File: src/shared/pin_mux_regs.vh
// Constants for the decoder and serial pin multiplexer.
// Assumes inclusion by bare name from the design file; definitions only.
`ifndef PIN_MUX_REGS_VH
`define PIN_MUX_REGS_VH

// ****************************************
// Pull-up enable bit positions
// ****************************************
`define PORTC_PULLUP_LINE5_BIT 5
`define PORTC_PULLUP_LINE6_BIT 6
`define PORTC_PULLUP_LINE7_BIT 7
`define PORTE_PULLUP_LINE4_BIT 4
`define PORTE_PULLUP_LINE5_BIT 5
`define PORTE_PULLUP_LINE6_BIT 6

// ****************************************
// Reset values
// ****************************************
`define PULLUP_ENABLE_RESET   8'hff
`define FUNC_SEL_RESET        3'h0
`define ALT_SEL_RESET         3'h0
`define GPIO_DIR_RESET        3'h0
`define GPIO_DATA_RESET       3'h0

// ****************************************
// Function select codes
// ****************************************
`define FUNC_PERIPH           1'b0
`define FUNC_GPIO             1'b1
`define ALT_DECODER           1'b0
`define ALT_TIMER             1'b1

`endif

File: src/hdl/decoder_spi_pin_mux.v
// Pin function multiplexer for three port C and three port E pads.
// Assumes pads are resolved outside from (out, oe); pad inputs are asynchronous
// and are synchronised here; all control bits come from logic on sys_clk_in.
//
// Summary of operation
// - Port C line 5 defaults to decoder phase B
// - Port C line 5 pull-up on, bit 5 clears
// - Port C line 6 defaults to decoder index
// - Port C line 6 pull-up on, bit 6 clears
// - Port C line 7 defaults to decoder home
// - Port C line 7 pull-up on, bit 7 clears
// - Port C 5..7 alternate: timer A channels 1..3
// - Port E 4..6 default to serial clock/data
// - Port E pull-ups on, bits 4..6 clear each
// - Serial clock driven as master, input as slave
// - Master-out pad drives as master, input slave
// - Master data leads sampling edge by half period
// - Master-in pad input master, driven as slave
// - Unselected slave leaves master-in pad undriven
// - Slave data leads master sampling by half period
// - General-purpose pins individually input or output
// - Slave select tells core transfer is addressed
`timescale 1ns/10ps
`include "pin_mux_regs.vh"

module decoder_spi_pin_mux (
	// Clock and reset
	input  wire       sys_clk_in,
	input  wire       sys_rst_in,
	// Configuration from software
	input  wire       cfg_write_in,
	input  wire [7:0] portc_pullup_enable_in,
	input  wire [7:0] porte_pullup_enable_in,
	input  wire [2:0] portc_func_sel_in,
	input  wire [2:0] portc_alt_sel_in,
	input  wire [2:0] porte_func_sel_in,
	input  wire [2:0] portc_gpio_dir_in,
	input  wire [2:0] portc_gpio_data_in,
	input  wire [2:0] porte_gpio_dir_in,
	input  wire [2:0] porte_gpio_data_in,
	// Port C pads (lines 5, 6, 7 in bits 0, 1, 2)
	input  wire [2:0] portc_pad_in,
	output wire [2:0] portc_pad_out,
	output wire [2:0] portc_pad_oe_out,
	output wire [2:0] portc_pullup_out,
	// Port E pads (lines 4, 5, 6 in bits 0, 1, 2)
	input  wire [2:0] porte_pad_in,
	output wire [2:0] porte_pad_out,
	output wire [2:0] porte_pad_oe_out,
	output wire [2:0] porte_pullup_out,
	// Slave select pad
	input  wire       serial0_slave_select_pin_in,
	// Quadrature decoder 0
	output wire       decoder0_phase_b_in_out,
	output wire       decoder0_index_in_out,
	output wire       decoder0_home_in_out,
	// Timer A channels 1..3
	input  wire [2:0] timer_a_chan_out_in,
	input  wire [2:0] timer_a_chan_oe_in,
	output wire [2:0] timer_a_chan_in_out,
	// Serial core
	input  wire       serial0_master_in,
	input  wire       serial0_clock_out_in,
	input  wire       serial0_master_out_out_in,
	input  wire       serial0_master_in_out_in,
	output wire       serial0_clock_pin_out,
	output wire       serial0_master_out_pin_out,
	output wire       serial0_master_in_pin_out,
	output wire       serial0_selected_out,
	// General-purpose read-back
	output wire [2:0] portc_gpio_read_out,
	output wire [2:0] porte_gpio_read_out
);

	// ****************************************
	// Configuration registers
	// ****************************************
	reg  [2:0] portc_pu_q;
	reg  [2:0] porte_pu_q;
	reg  [2:0] portc_func_q;
	reg  [2:0] portc_alt_q;
	reg  [2:0] porte_func_q;
	reg  [2:0] portc_dir_q;
	reg  [2:0] portc_dat_q;
	reg  [2:0] porte_dir_q;
	reg  [2:0] porte_dat_q;

	// Picks three pull-up enables out of a port-wide byte; other bits are ignored
	function [2:0] gather_pullups;
		input [7:0]   enable;
		input integer pos0;
		input integer pos1;
		input integer pos2;
		begin
			gather_pullups = {enable[pos2], enable[pos1], enable[pos0]};
		end
	endfunction

	// Every field loads on the same strobe, so no half-applied setup reaches a pad
	always @(posedge sys_clk_in) begin
		if (sys_rst_in) begin
			portc_pu_q <= 3'h7;
		end else if (cfg_write_in) begin
			portc_pu_q <= gather_pullups(portc_pullup_enable_in, `PORTC_PULLUP_LINE5_BIT,
			                             `PORTC_PULLUP_LINE6_BIT, `PORTC_PULLUP_LINE7_BIT);
		end
	end

	always @(posedge sys_clk_in) begin
		if (sys_rst_in) begin
			porte_pu_q <= 3'h7;
		end else if (cfg_write_in) begin
			porte_pu_q <= gather_pullups(porte_pullup_enable_in, `PORTE_PULLUP_LINE4_BIT,
			                             `PORTE_PULLUP_LINE5_BIT, `PORTE_PULLUP_LINE6_BIT);
		end
	end

	always @(posedge sys_clk_in) begin
		if (sys_rst_in) begin
			portc_func_q <= `FUNC_SEL_RESET;
		end else if (cfg_write_in) begin
			portc_func_q <= portc_func_sel_in;
		end
	end

	always @(posedge sys_clk_in) begin
		if (sys_rst_in) begin
			portc_alt_q <= `ALT_SEL_RESET;
		end else if (cfg_write_in) begin
			portc_alt_q <= portc_alt_sel_in;
		end
	end

	always @(posedge sys_clk_in) begin
		if (sys_rst_in) begin
			porte_func_q <= `FUNC_SEL_RESET;
		end else if (cfg_write_in) begin
			porte_func_q <= porte_func_sel_in;
		end
	end

	// Gpio lines come up as inputs; before software asks, only the port E serial pads can be driven
	always @(posedge sys_clk_in) begin
		if (sys_rst_in) begin
			portc_dir_q <= `GPIO_DIR_RESET;
		end else if (cfg_write_in) begin
			portc_dir_q <= portc_gpio_dir_in;
		end
	end

	always @(posedge sys_clk_in) begin
		if (sys_rst_in) begin
			portc_dat_q <= `GPIO_DATA_RESET;
		end else if (cfg_write_in) begin
			portc_dat_q <= portc_gpio_data_in;
		end
	end

	always @(posedge sys_clk_in) begin
		if (sys_rst_in) begin
			porte_dir_q <= `GPIO_DIR_RESET;
		end else if (cfg_write_in) begin
			porte_dir_q <= porte_gpio_dir_in;
		end
	end

	always @(posedge sys_clk_in) begin
		if (sys_rst_in) begin
			porte_dat_q <= `GPIO_DATA_RESET;
		end else if (cfg_write_in) begin
			porte_dat_q <= porte_gpio_data_in;
		end
	end

	// ****************************************
	// Pad input synchronisers
	// ****************************************
	// Serial clock is resampled, so the slave path only suits clocks well below 25 MHz
	reg  [2:0] portc_s1_q;
	reg  [2:0] portc_s2_q;
	reg  [2:0] porte_s1_q;
	reg  [2:0] porte_s2_q;
	reg        ss_s1_q;
	reg        ss_s2_q;

	// Synchronisers start high, matching a pulled-up idle pad
	always @(posedge sys_clk_in) begin
		if (sys_rst_in) begin
			portc_s1_q <= 3'h7;
			portc_s2_q <= 3'h7;
		end else begin
			portc_s1_q <= portc_pad_in;
			portc_s2_q <= portc_s1_q;
		end
	end

	always @(posedge sys_clk_in) begin
		if (sys_rst_in) begin
			porte_s1_q <= 3'h7;
			porte_s2_q <= 3'h7;
		end else begin
			porte_s1_q <= porte_pad_in;
			porte_s2_q <= porte_s1_q;
		end
	end

	// Select idles high, so no slave transfer is seen right after reset
	always @(posedge sys_clk_in) begin
		if (sys_rst_in) begin
			ss_s1_q <= 1'b1;
			ss_s2_q <= 1'b1;
		end else begin
			ss_s1_q <= serial0_slave_select_pin_in;
			ss_s2_q <= ss_s1_q;
		end
	end

	// ****************************************
	// Port C routing
	// ****************************************
	// Gpio bit overrides the peripheral value; used for both level and enable
	function route_pin;
		input gpio_sel;
		input gpio_val;
		input periph_val;
		begin
			route_pin = gpio_sel ? gpio_val : periph_val;
		end
	endfunction

	wire [2:0] c_is_timer;
	wire [2:0] c_is_dec;
	wire [2:0] c_dec_in;

	// Each line picks its own source, so lines may mix functions freely
	genvar gc;
	generate
		for (gc = 0; gc < 3; gc = gc + 1) begin : g_portc
			assign c_is_timer[gc]          = ~portc_func_q[gc] & portc_alt_q[gc];
			assign c_is_dec[gc]            = ~portc_func_q[gc] & ~portc_alt_q[gc];
			assign portc_pad_out[gc]       = route_pin(portc_func_q[gc], portc_dat_q[gc],
			                                           timer_a_chan_out_in[gc] & c_is_timer[gc]);
			assign portc_pad_oe_out[gc]    = route_pin(portc_func_q[gc], portc_dir_q[gc],
			                                           timer_a_chan_oe_in[gc] & c_is_timer[gc]);
			// Unrouted decoder inputs idle high, as a pulled-up pad would
			assign c_dec_in[gc]            = c_is_dec[gc] ? portc_s2_q[gc] : 1'b1;
			assign timer_a_chan_in_out[gc] = portc_s2_q[gc] & c_is_timer[gc];
		end
	endgenerate

	assign portc_pullup_out        = portc_pu_q;
	assign decoder0_phase_b_in_out = c_dec_in[0];
	assign decoder0_index_in_out   = c_dec_in[1];
	assign decoder0_home_in_out    = c_dec_in[2];
	assign portc_gpio_read_out     = portc_s2_q;

	// ****************************************
	// Port E routing
	// ****************************************
	wire       slave_sel;
	wire [2:0] e_per;
	wire [2:0] e_drv;
	wire [2:0] e_per_val;
	wire [2:0] e_core_in;

	// Select is resampled, so the slave drive follows the pin two cycles late
	assign slave_sel = ~serial0_master_in & ~ss_s2_q;

	// Half-period lead of data over the sampling edge is the core's shift timing
	assign e_drv[0]  = serial0_master_in;
	assign e_drv[1]  = serial0_master_in;
	assign e_drv[2]  = slave_sel;
	assign e_per_val = {serial0_master_in_out_in, serial0_master_out_out_in,
	                    serial0_clock_out_in};

	genvar ge;
	generate
		for (ge = 0; ge < 3; ge = ge + 1) begin : g_porte
			assign e_per[ge]            = ~porte_func_q[ge];
			assign porte_pad_out[ge]    = route_pin(porte_func_q[ge], porte_dat_q[ge],
			                                        e_per_val[ge]);
			assign porte_pad_oe_out[ge] = route_pin(porte_func_q[ge], porte_dir_q[ge],
			                                        e_drv[ge]);
			assign e_core_in[ge]        = e_per[ge] ? porte_s2_q[ge] : 1'b1;
		end
	endgenerate

	assign porte_pullup_out           = porte_pu_q;
	assign serial0_clock_pin_out      = e_core_in[0];
	assign serial0_master_out_pin_out = e_core_in[1];
	assign serial0_master_in_pin_out  = e_core_in[2];
	assign serial0_selected_out       = e_per[0] & slave_sel;
	assign porte_gpio_read_out        = porte_s2_q;

endmodule

File: config.mk
export PLATFORM = sky130hd
export DESIGN_NAME = decoder_spi_pin_mux
export DESIGN_NICKNAME = d
export VERILOG_FILES = /design/src/hdl/decoder_spi_pin_mux.v
export VERILOG_INCLUDE_DIRS = /design/src /design/src/shared
export SDC_FILE = /design/constraint.sdc
export NUM_CORES = 1
export LEC_CHECK = 0
export BUFFER_PORTS_ARGS = -buffer_cell sky130_fd_sc_hd__buf_2
export CAP_MARGIN = 20
export CORE_ASPECT_RATIO = 1.4
export CORE_MARGIN = 5
export CORE_UTILIZATION = 45
export CTS_BUF_LIST = sky130_fd_sc_hd__clkbuf_2
export CTS_CLUSTER_DIAMETER = 50
export DETAILED_ROUTE_END_ITERATION = 6
export HOLD_SLACK_MARGIN = 0.02
export PLACE_DENSITY = 0.83
export RECOVER_POWER = 50
export SKIP_CTS_REPAIR_TIMING = 1
export SYNTH_ARGS = -nofsm -noshare
export SYNTH_HDL_FRONTEND = slang
export SYNTH_SLANG_ARGS = --single-unit
File: constraint.sdc
create_clock -name sys_clk_in -period 1 [get_ports sys_clk_in]
set_input_delay 0.2 -clock sys_clk_in [delete_from_list [all_inputs] [get_ports sys_clk_in]]
set_output_delay 0.2 -clock sys_clk_in [all_outputs]
set_load 0.01 [all_outputs]
==> results of run 1 <==
==> critical path, cell delays in order, from the launching register on <==
cell,delay [ns]
dfxtp_2,0.39
or3_1,0.35
buf_2,0.16
==> layout make-up <==
class / instances / area share (%)
well taps: 40 / 2.01
repair buffers: 103 / 31.4
flip-flops and latches: 41 / 34.3
clock buffers: 5 / 1.01
clock inverters: 3 / 1.66
multi-input cells: 94 / 29.6
==> how the worst max path moves through the flow <==
stage / startpoint / to / slack [ns] / depth (start not counted)
global route: portc_gpio_read_out[0] / decoder0_phase_b_in_out / -0.57 / 2
CTS: porte_func_q[0] / porte_pad_oe_out[0] / -0.56 / 2
global placement: porte_func_q[0] / porte_pad_oe_out[0] / -0.09 / 2
floorplan: porte_func_q[0] / porte_pad_oe_out[0] / 0.07 / 1
detailed placement: porte_func_q[0] / porte_pad_oe_out[0] / -0.09 / 2
finish: portc_func_q[0] / decoder0_phase_b_in_out / -0.47 / 2
==> cells by family after synthesis <==
family | after synthesis
AND/OR/NAND/NOR | 55
flip-flops | 41
buffers and inverters | 7
multiplexers | 26
AO/OA/AOI/OAI | 13
==> Yosys cell counts, types with 2 or more instances <==
| cell | count | area, µm² |
|---|---|---|
| nor2b_1 | 4 | 25.0 |
| mux2_2 | 5 | 56.3 |
| a22o_1 | 6 | 52.6 |
| and2b_1 | 3 | 22.5 |
| clkbuf_1 | 4 | 15.0 |
| nor2_1 | 21 | 78.8 |
| and2_1 | 3 | 18.8 |
| and2b_4 | 2 | 20.0 |
| or2_2 | 3 | 18.8 |
| a211o_1 | 6 | 52.6 |
| dfxtp_1 | 41 | 821 |
| or2_1 | 14 | 87.6 |
| mux2i_1 | 21 | 210 |
| or3_1 | 3 | 18.8 |
==> routing by layer <==
| metal | wire [µm] | part of all wire, % | track usage (%) |
|---|---|---|---|
| met1 | 1400 | 34 | 15.4 |
| met2 | 2280 | 56 | 27.1 |
| met3 | 246 | 6.0 | 5.34 |
| met4 | 143 | 3.5 | 7.54 |
| met5 | 0 | 0 | 0 |
==> flip-flops by register name, summed over array words and instances (netlist names) <==
signal	cells
porte_dat_q	3
porte_dir_q	3
portc_func_q	3
ss_s2_q	1
portc_dir_q	3
porte_gpio_read_out	3
portc_pullup_out	3
portc_alt_q	3
ss_s1_q	1
portc_gpio_read_out	3
porte_s1_q	3
porte_func_q	3
portc_s1_q	3
portc_dat_q	3
porte_pullup_out	3
==> through the flow <==
step	area (µm²)	hold slack [ns]
final	2490	0.0391
after global placement	2020	0.377
after floorplan	1560	0.297
after CTS	2090	-0.0731
after detailed placement	2020	0.379
after global routing	2490	0.0276
==> report_power, final <==
part / internal, µW / total (µW) / leakage (µW) / switching (µW)
Clock: 414 / 917 / 0.0000366 / 503
Sequential: 1730 / 1800 / 0.000339 / 69.6
Combinational: 382 / 609 / 0.000812 / 227
==> cell usage in the layout, fill, tap and decap left out, types with 2 or more instances in the layout <==
| master | count |
|---|---|
| dfxtp_2 | 18 |
| buf_4 | 2 |
| dfxtp_4 | 3 |
| a22o_1 | 6 |
| mux2_4 | 5 |
| buf_12 | 3 |
| dfxtp_1 | 20 |
| a211o_1 | 6 |
| mux2i_1 | 21 |
| and2b_4 | 2 |
| buf_6 | 21 |
| and2b_1 | 3 |
| or2_4 | 3 |
| or3_1 | 3 |
| nor2_1 | 21 |
| and2_1 | 3 |
| buf_2 | 60 |
| or2_1 | 13 |
| clkbuf_2 | 5 |
| nor2b_4 | 3 |
| dlygate4sd3_1 | 17 |
==> qor.yml, run 1 <==
worst_setup_path:
  regToRegSetupSlack_ns: 0.16
  r2r_cells: 2
  reg2reg_from: "portc_pullup_out[2]"
  cp_max_fo: 5
  cp-end-kind: "output pin"
  arrival_ns: 1.27
  startpoint_type: "flop"
  critPathRequiredTime_ns: 0.80
  r2r-end: "portc_pullup_out[2]"
  crit_type: "flop to output pin"
routing:
  wl_um: 4070
  viasPerCell: 4.79
  first_iter_violations: 35
  drc: 0
  ant_nets: 0
  dr.pass1.iters: 3
  routedWlPerCell_um: 14.2
  vias: 1370
timing:
  grt_setup_unrepaired: "yes"
  slew_headroom_pct: 86.3
  max_freq_mhz: 679
  fin_ws_ns: -0.472
  final.period_utilization_pct: 147
  skew_ns: 0.00872
  setup-tns-final_ns: -9.47
  drv_slew: 0
  tightest_slew_ns: 0.200
  fin_crit_ns: 1.47
  hold_viol: 0
  setup_violations: 34
job:
  drv_cap: 0
global_routing:
  grt_pass1_vias: 1294
  grt_pass1_wl_um: 5530
  grt_max_degree: 23
  antenna_found_initial: 0
  gr-total-overflow: 0
  grt.total_usage_pct: 15.3
synthesis:
  synth_nets: 199
  synth_simple_gate_area_share_pct: 19.2
  synth_compound_area_share_pct: 7.22
  synth_cell_types: 20
  postSynthAreaPerCell_um2: 11.0
  synth_top_family_by_area: "simple AND/OR/NAND/NOR gates"
  syn_area_um2: 1560
  yosys_warnings: 0
  synth_ff_type: "dfxtp_1"
  synth-seq-area-share_pct: 52.6
  synth-seq-cells: 41
  synthMuxAreaShare_pct: 17.1
  synth-xor-area-share_pct: 0
  async_flop_share_pct: 0
  synth_edf_count: 0
  synthAdderAreaFrac_pct: 0
  postSynthCellCount: 142
layout:
  seqCellArea_um2: 855
  final_nets: 302
  fillers: 264
  multi_input_area_um2: 737
  antennaDiodeCount: 0
  post-route-util_pct: 73.7
  fin_cells: 286
  drive_gt1_share_pct: 52.4
  area_growth_pct: 59.6
floorplan:
  start_util_pct: 46.2
  die_area_um2: 4760
  rows: 25
  io_pins: 91
  die_h_um: 79.7
  coreArea_um2: 3380
  die_w_um: 59.8
place:
  pre_cts_ws_ns: -0.0852
  dp_cells: 260
  io_buffers: 80
  dpl.hpwl_um: 2730
  finalWeightedCongestion: 0.746
clock_tree:
  cts_buffers: 5
  clock-sinks: 41
  cts_max_level: 2
  clk_latency_ns: 0.38
  tritoncts: "done"
  clk_path_buf_depth: 2
  path_clk_slew_ns: 0.20
  clockRootBuffer: "clkbuf_2"
status:
  violations: "negative setup slack"
  status: "complete, but fails checks"
pwr:
  power_leakage_uw: 0.00119
  power.total_uw: 3330
  p_per_area_nw_per_um2: 1340
  ir_drop_mv: 1.20
hold_path:
  min_to: "porte_dir_q[2]"
  hold_start: "porte_gpio_dir_in[2]"
  hold_depth: 3
  hold_class: "primary input to flop"
Note: power is estimated with default switching activity, not from simulation.
==> run 2, diff against run 1 <==
SLEW_MARGIN = 20   (was unset)
clock period = 1.55 ns   (was 1 ns; I/O delays follow)
==> qor.yml, run 2 (synthesis results as in run 1) <==
worst_setup_path:
  timing.critical_path.buf_inv: 1
  slowest_stage: "dfxtp_2"
  slowest_delay_ns: 0.39
  cp-end-kind: "output pin"
  startpoint_type: "flop"
  cp_max_fo: 5
  critPathRequiredTime_ns: 1.24
  crit_path_cell_trace: "or3_4 > buf_6"
  cp-startpoint: "portc_func_q[1]"
  cp_top_family: "flip-flops"
  crit_type: "flop to output pin"
  arrival_ns: 1.26
  reg2reg_from: "portc_pullup_out[0]"
global_routing:
  grt_max_degree: 42
  antenna_found_initial: 0
  grt_pass1_vias: 1212
  grt.total_usage_pct: 14.3
  gr-total-overflow: 0
  grt_pass1_wl_um: 5150
place:
  dpl_cell_area_um2: 1980
  dpl.hpwl_um: 2500
  pre_cts_ws_ns: 0.331
  io_buffers: 80
  finalWeightedCongestion: 0.734
floorplan:
  die_w_um: 59.8
  start_util_pct: 46.2
  die_area_um2: 4760
  rows: 25
  die_h_um: 79.7
  coreArea_um2: 3380
  io_pins: 91
routing:
  first_iter_violations: 38
  drc: 0
  routedWlPerCell_um: 13.5
  viasPerCell: 4.80
  wl_um: 3600
  dr.pass1.iters: 4
  ant_nets: 0
  vias: 1276
clock_tree:
  clk_path_buf_depth: 2
  clk_latency_ns: 0.37
  cts_buffers: 5
  cts_max_level: 2
  clock-sinks: 41
  clockRootBuffer: "clkbuf_2"
  path_clk_slew_ns: 0.19
  tritoncts: "done"
pwr:
  ir_drop_mv: 0.762
  p_per_area_nw_per_um2: 883
  power_leakage_uw: 0.00105
  power.total_uw: 1910
timing:
  fin_crit_ns: 1.57
  final.period_utilization_pct: 101
  hold_slack_ns: 0.0881
  setup_violations: 3
  skew_ns: 0.0114
  tightest_slew_ns: 0.725
  hold_viol: 0
  setup-tns-final_ns: -0.0243
  grt_setup_unrepaired: "yes"
  max_freq_mhz: 637
  fin_ws_ns: -0.0198
  drv_slew: 0
  slew_headroom_pct: 51.6
layout:
  final_nets: 282
  area_growth_pct: 38.9
  multi_input_area_um2: 746
  layout_commonest_cell: "buf_2"
  seqCellArea_um2: 845
  fillers: 302
  final_cell_mix: "buf_2, dfxtp_1, mux2i_1, nor2_1, or2_1"
  fin_area_um2: 2170
  drive_gt1_share_pct: 51.3
  antennaDiodeCount: 0
status:
  status: "complete, but fails checks"
  violations: "negative setup slack"
job:
  drv_cap: 0
hold_path:
  hold_start: "porte_pad_in[0]"
  hold_class: "primary input to flop"
==> run 2: metrics by stage <==
stage	util, %	std cells
5_1_grt	64.1	266
4_1_cts	59.7	265
3_3_place_gp	58.5	257
2_1_floorplan	-	142
6_report	64.1	266
3_5_place_dp	58.5	257
==> run 2: path summary, 6_finish.rpt <==
kind	endpoint	slack, ns	depth (start not counted)
min	porte_s1_q[0]	0.09	2
min reg2reg	porte_gpio_read_out[0]	0.43	1
max	decoder0_index_in_out	-0.02	2
max reg2reg	portc_pullup_out[0]	0.76	2
==> run 2: area by class of cell <==
class,count,area share [%]
Sequential cell,41,39.0
Multi-Input combinational cell,94,34.4
Timing Repair Buffer,83,22.5
Tap cell,40,2.31
Clock buffer,6,1.39
Clock inverter,2,0.462
==> run 2: power breakdown <==
group | internal, µW | switching (µW) | total [µW]
clock network | 114 | 322 | 436
logic | 189 | 134 | 323
registers | 1120 | 40.5 | 1160
total | 1420 | 497 | 1910
==> run 2: layer usage <==
metal  global-route usage (%)  up-vias  wire (µm)
met4                     7.32        0         46
met3                     5.50        4        255
met2                     24.6       45       1920
met1                     14.6      575       1380
met5                        0        -          0
li1                         -      652          -
==> run 3, diff against run 2 <==
CELL_PAD_IN_SITES_DETAIL_PLACEMENT = 1   (was unset)
CELL_PAD_IN_SITES_GLOBAL_PLACEMENT = 2   (was unset)
CORE_UTILIZATION = 25   (was 45)
PLACE_DENSITY = 0.81   (was 0.83)
==> qor.yml, run 3 (synthesis results as in run 1) <==
clock_tree:
  path_clk_slew_ns: 0.20
  tritoncts: "done"
  clk_path_buf_depth: 2
  clockRootBuffer: "clkbuf_2"
  cts_buffers: 5
  clock-sinks: 41
  clk_latency_ns: 0.37
  cts_max_level: 2
routing:
  routedWlPerCell_um: 13.7
  dr.pass1.iters: 4
  drc: 0
  vias: 1317
  wl_um: 4100
  first_iter_violations: 30
  viasPerCell: 4.39
  ant_nets: 0
layout:
  multi_input_area_um2: 722
  area_growth_pct: 39.9
  final_cell_mix: "buf_2, dfxtp_1, mux2i_1, nor2_1, or2_1"
  layout_commonest_cell: "buf_2"
  final_nets: 283
  fillers: 722
  seqCellArea_um2: 840
  drive_gt1_share_pct: 50.2
timing:
  setup_violations: 2
  hold_viol: 0
  skew_ns: 0.00346
  tightest_slew_ns: 0.787
  fin_crit_ns: 1.56
  hold_slack_ns: 0.0916
  final.period_utilization_pct: 101
  setup-tns-final_ns: -0.0120
  max_freq_mhz: 641
  slew_headroom_pct: 47.6
  fin_ws_ns: -0.00894
  grt_setup_unrepaired: "yes"
  drv_slew: 0
pwr:
  power_leakage_uw: 0.00105
  p_per_area_nw_per_um2: 872
  switchingPower_uw: 501
  pwr-share-comb_pct: 16.9
  intPower_uw: 1400
  pwr-share-seq_pct: 60.7
  clockPowerShare_pct: 22.5
  ir_drop_mv: 0.384
  switching_share_pct: 26.3
worst_setup_path:
  regToRegSetupSlack_ns: 0.63
  startpoint_type: "flop"
  r2r-end: "porte_func_q[2]"
  crit_path_cell_trace: "or3_1 > buf_2"
  crit_type: "flop to output pin"
  critPathRequiredTime_ns: 1.24
  cp-end-kind: "output pin"
  reg2reg_from: "porte_func_q[2]"
  cp_max_fo: 5
  timing.critical_path.buf_inv: 1
  path_depth: 2
  slowest_delay_ns: 0.39
  crit_end: "decoder0_home_in_out"
  arrival_ns: 1.25
  cp_top_family: "flip-flops"
  slowest_stage: "dfxtp_2"
  cp-startpoint: "portc_func_q[2]"
  r2r_cells: 4
floorplan:
  start_util_pct: 25.3
  rows: 34
  die_w_um: 76.8
  io_pins: 91
  die_h_um: 103
  coreArea_um2: 6170
  die_area_um2: 7940
global_routing:
  grt_max_degree: 42
  grt_pass1_wl_um: 6370
  grt_pass1_vias: 1303
  gr-total-overflow: 0
  grt.total_usage_pct: 10.3
  antenna_found_initial: 1
job:
  drv_cap: 0
hold_path:
  hold_class: "primary input to flop"
status:
  status: "complete, but fails checks"
  violations: "negative setup slack"
place:
  dpl.hpwl_um: 3040
  finalWeightedCongestion: 0.653
  io_buffers: 80
## run 3: cell count changes in the layout (fill, tap and decap cells not counted), sizes merged
cell,change
clkbuf,-3
clkinv,+1
diode,+1
buf,+3
## run 3: area by class of cell
class / count / share of cell area, %
well taps: 72 / 4.13
repair buffers: 84 / 22.5
diodes: 1 / 0.115
flip-flops and latches: 41 / 38.5
clock inverters: 3 / 0.573
multi-input cells: 94 / 33.1
clock buffers: 5 / 1.15
## run 3: how the worst min path moves through the flow
stage / startpoint / to / slack (ns) / cells after the start
5_1_grt: portc_pad_in[2] / portc_s1_q[2] / 0.03 / 2
2_1_floorplan: portc_s1_q[0] / portc_gpio_read_out[0] / 0.38 / 1
3_5_place_dp: portc_s1_q[0] / portc_gpio_read_out[0] / 0.39 / 1
3_3_place_gp: portc_s1_q[2] / portc_gpio_read_out[2] / 0.39 / 1
4_1_cts: serial0_slave_select_pin_in / ss_s1_q / 0.05 / 2
6_report: portc_pad_in[2] / portc_s1_q[2] / 0.09 / 2
## run 3: through the flow
stage	instances	setup WS, ns	utilization [%]	power, µW	instance area (µm²)
after detailed placement	289	0.252	32.5	1460	2000
after global placement	289	0.289	32.5	1450	2000
final	300	-0.00894	35.4	1900	2180
after floorplan	142	0.512	-	1330	1560
after global routing	300	-0.119	35.4	2030	2180
after CTS	297	-0.187	33.1	1900	2040
## run 3: routing by layer
| metal | up-vias | share of wire, % | GRT usage, % |
|---|---|---|---|
| met1 | 623 | 37 | 10.8 |
| met2 | 39 | 55 | 18.4 |
| met4 | 0 | 1.7 | 5.25 |
| met3 | 5 | 6.4 | 3.64 |
| met5 | - | 0 | 0 |
| li1 | 650 | - | - |
## run 3: power by group through the flow
| stage | Clock [µW] | Sequential (µW) | Combinational [µW] |
|---|---|---|---|
| after detailed placement | 0 | 1170 | 289 |
| after global routing | 513 | 1160 | 356 |
| after CTS | 461 | 1150 | 290 |
| after global placement | 0 | 1170 | 281 |
| final | 427 | 1150 | 321 |
| after floorplan | 0 | 1170 | 162 |
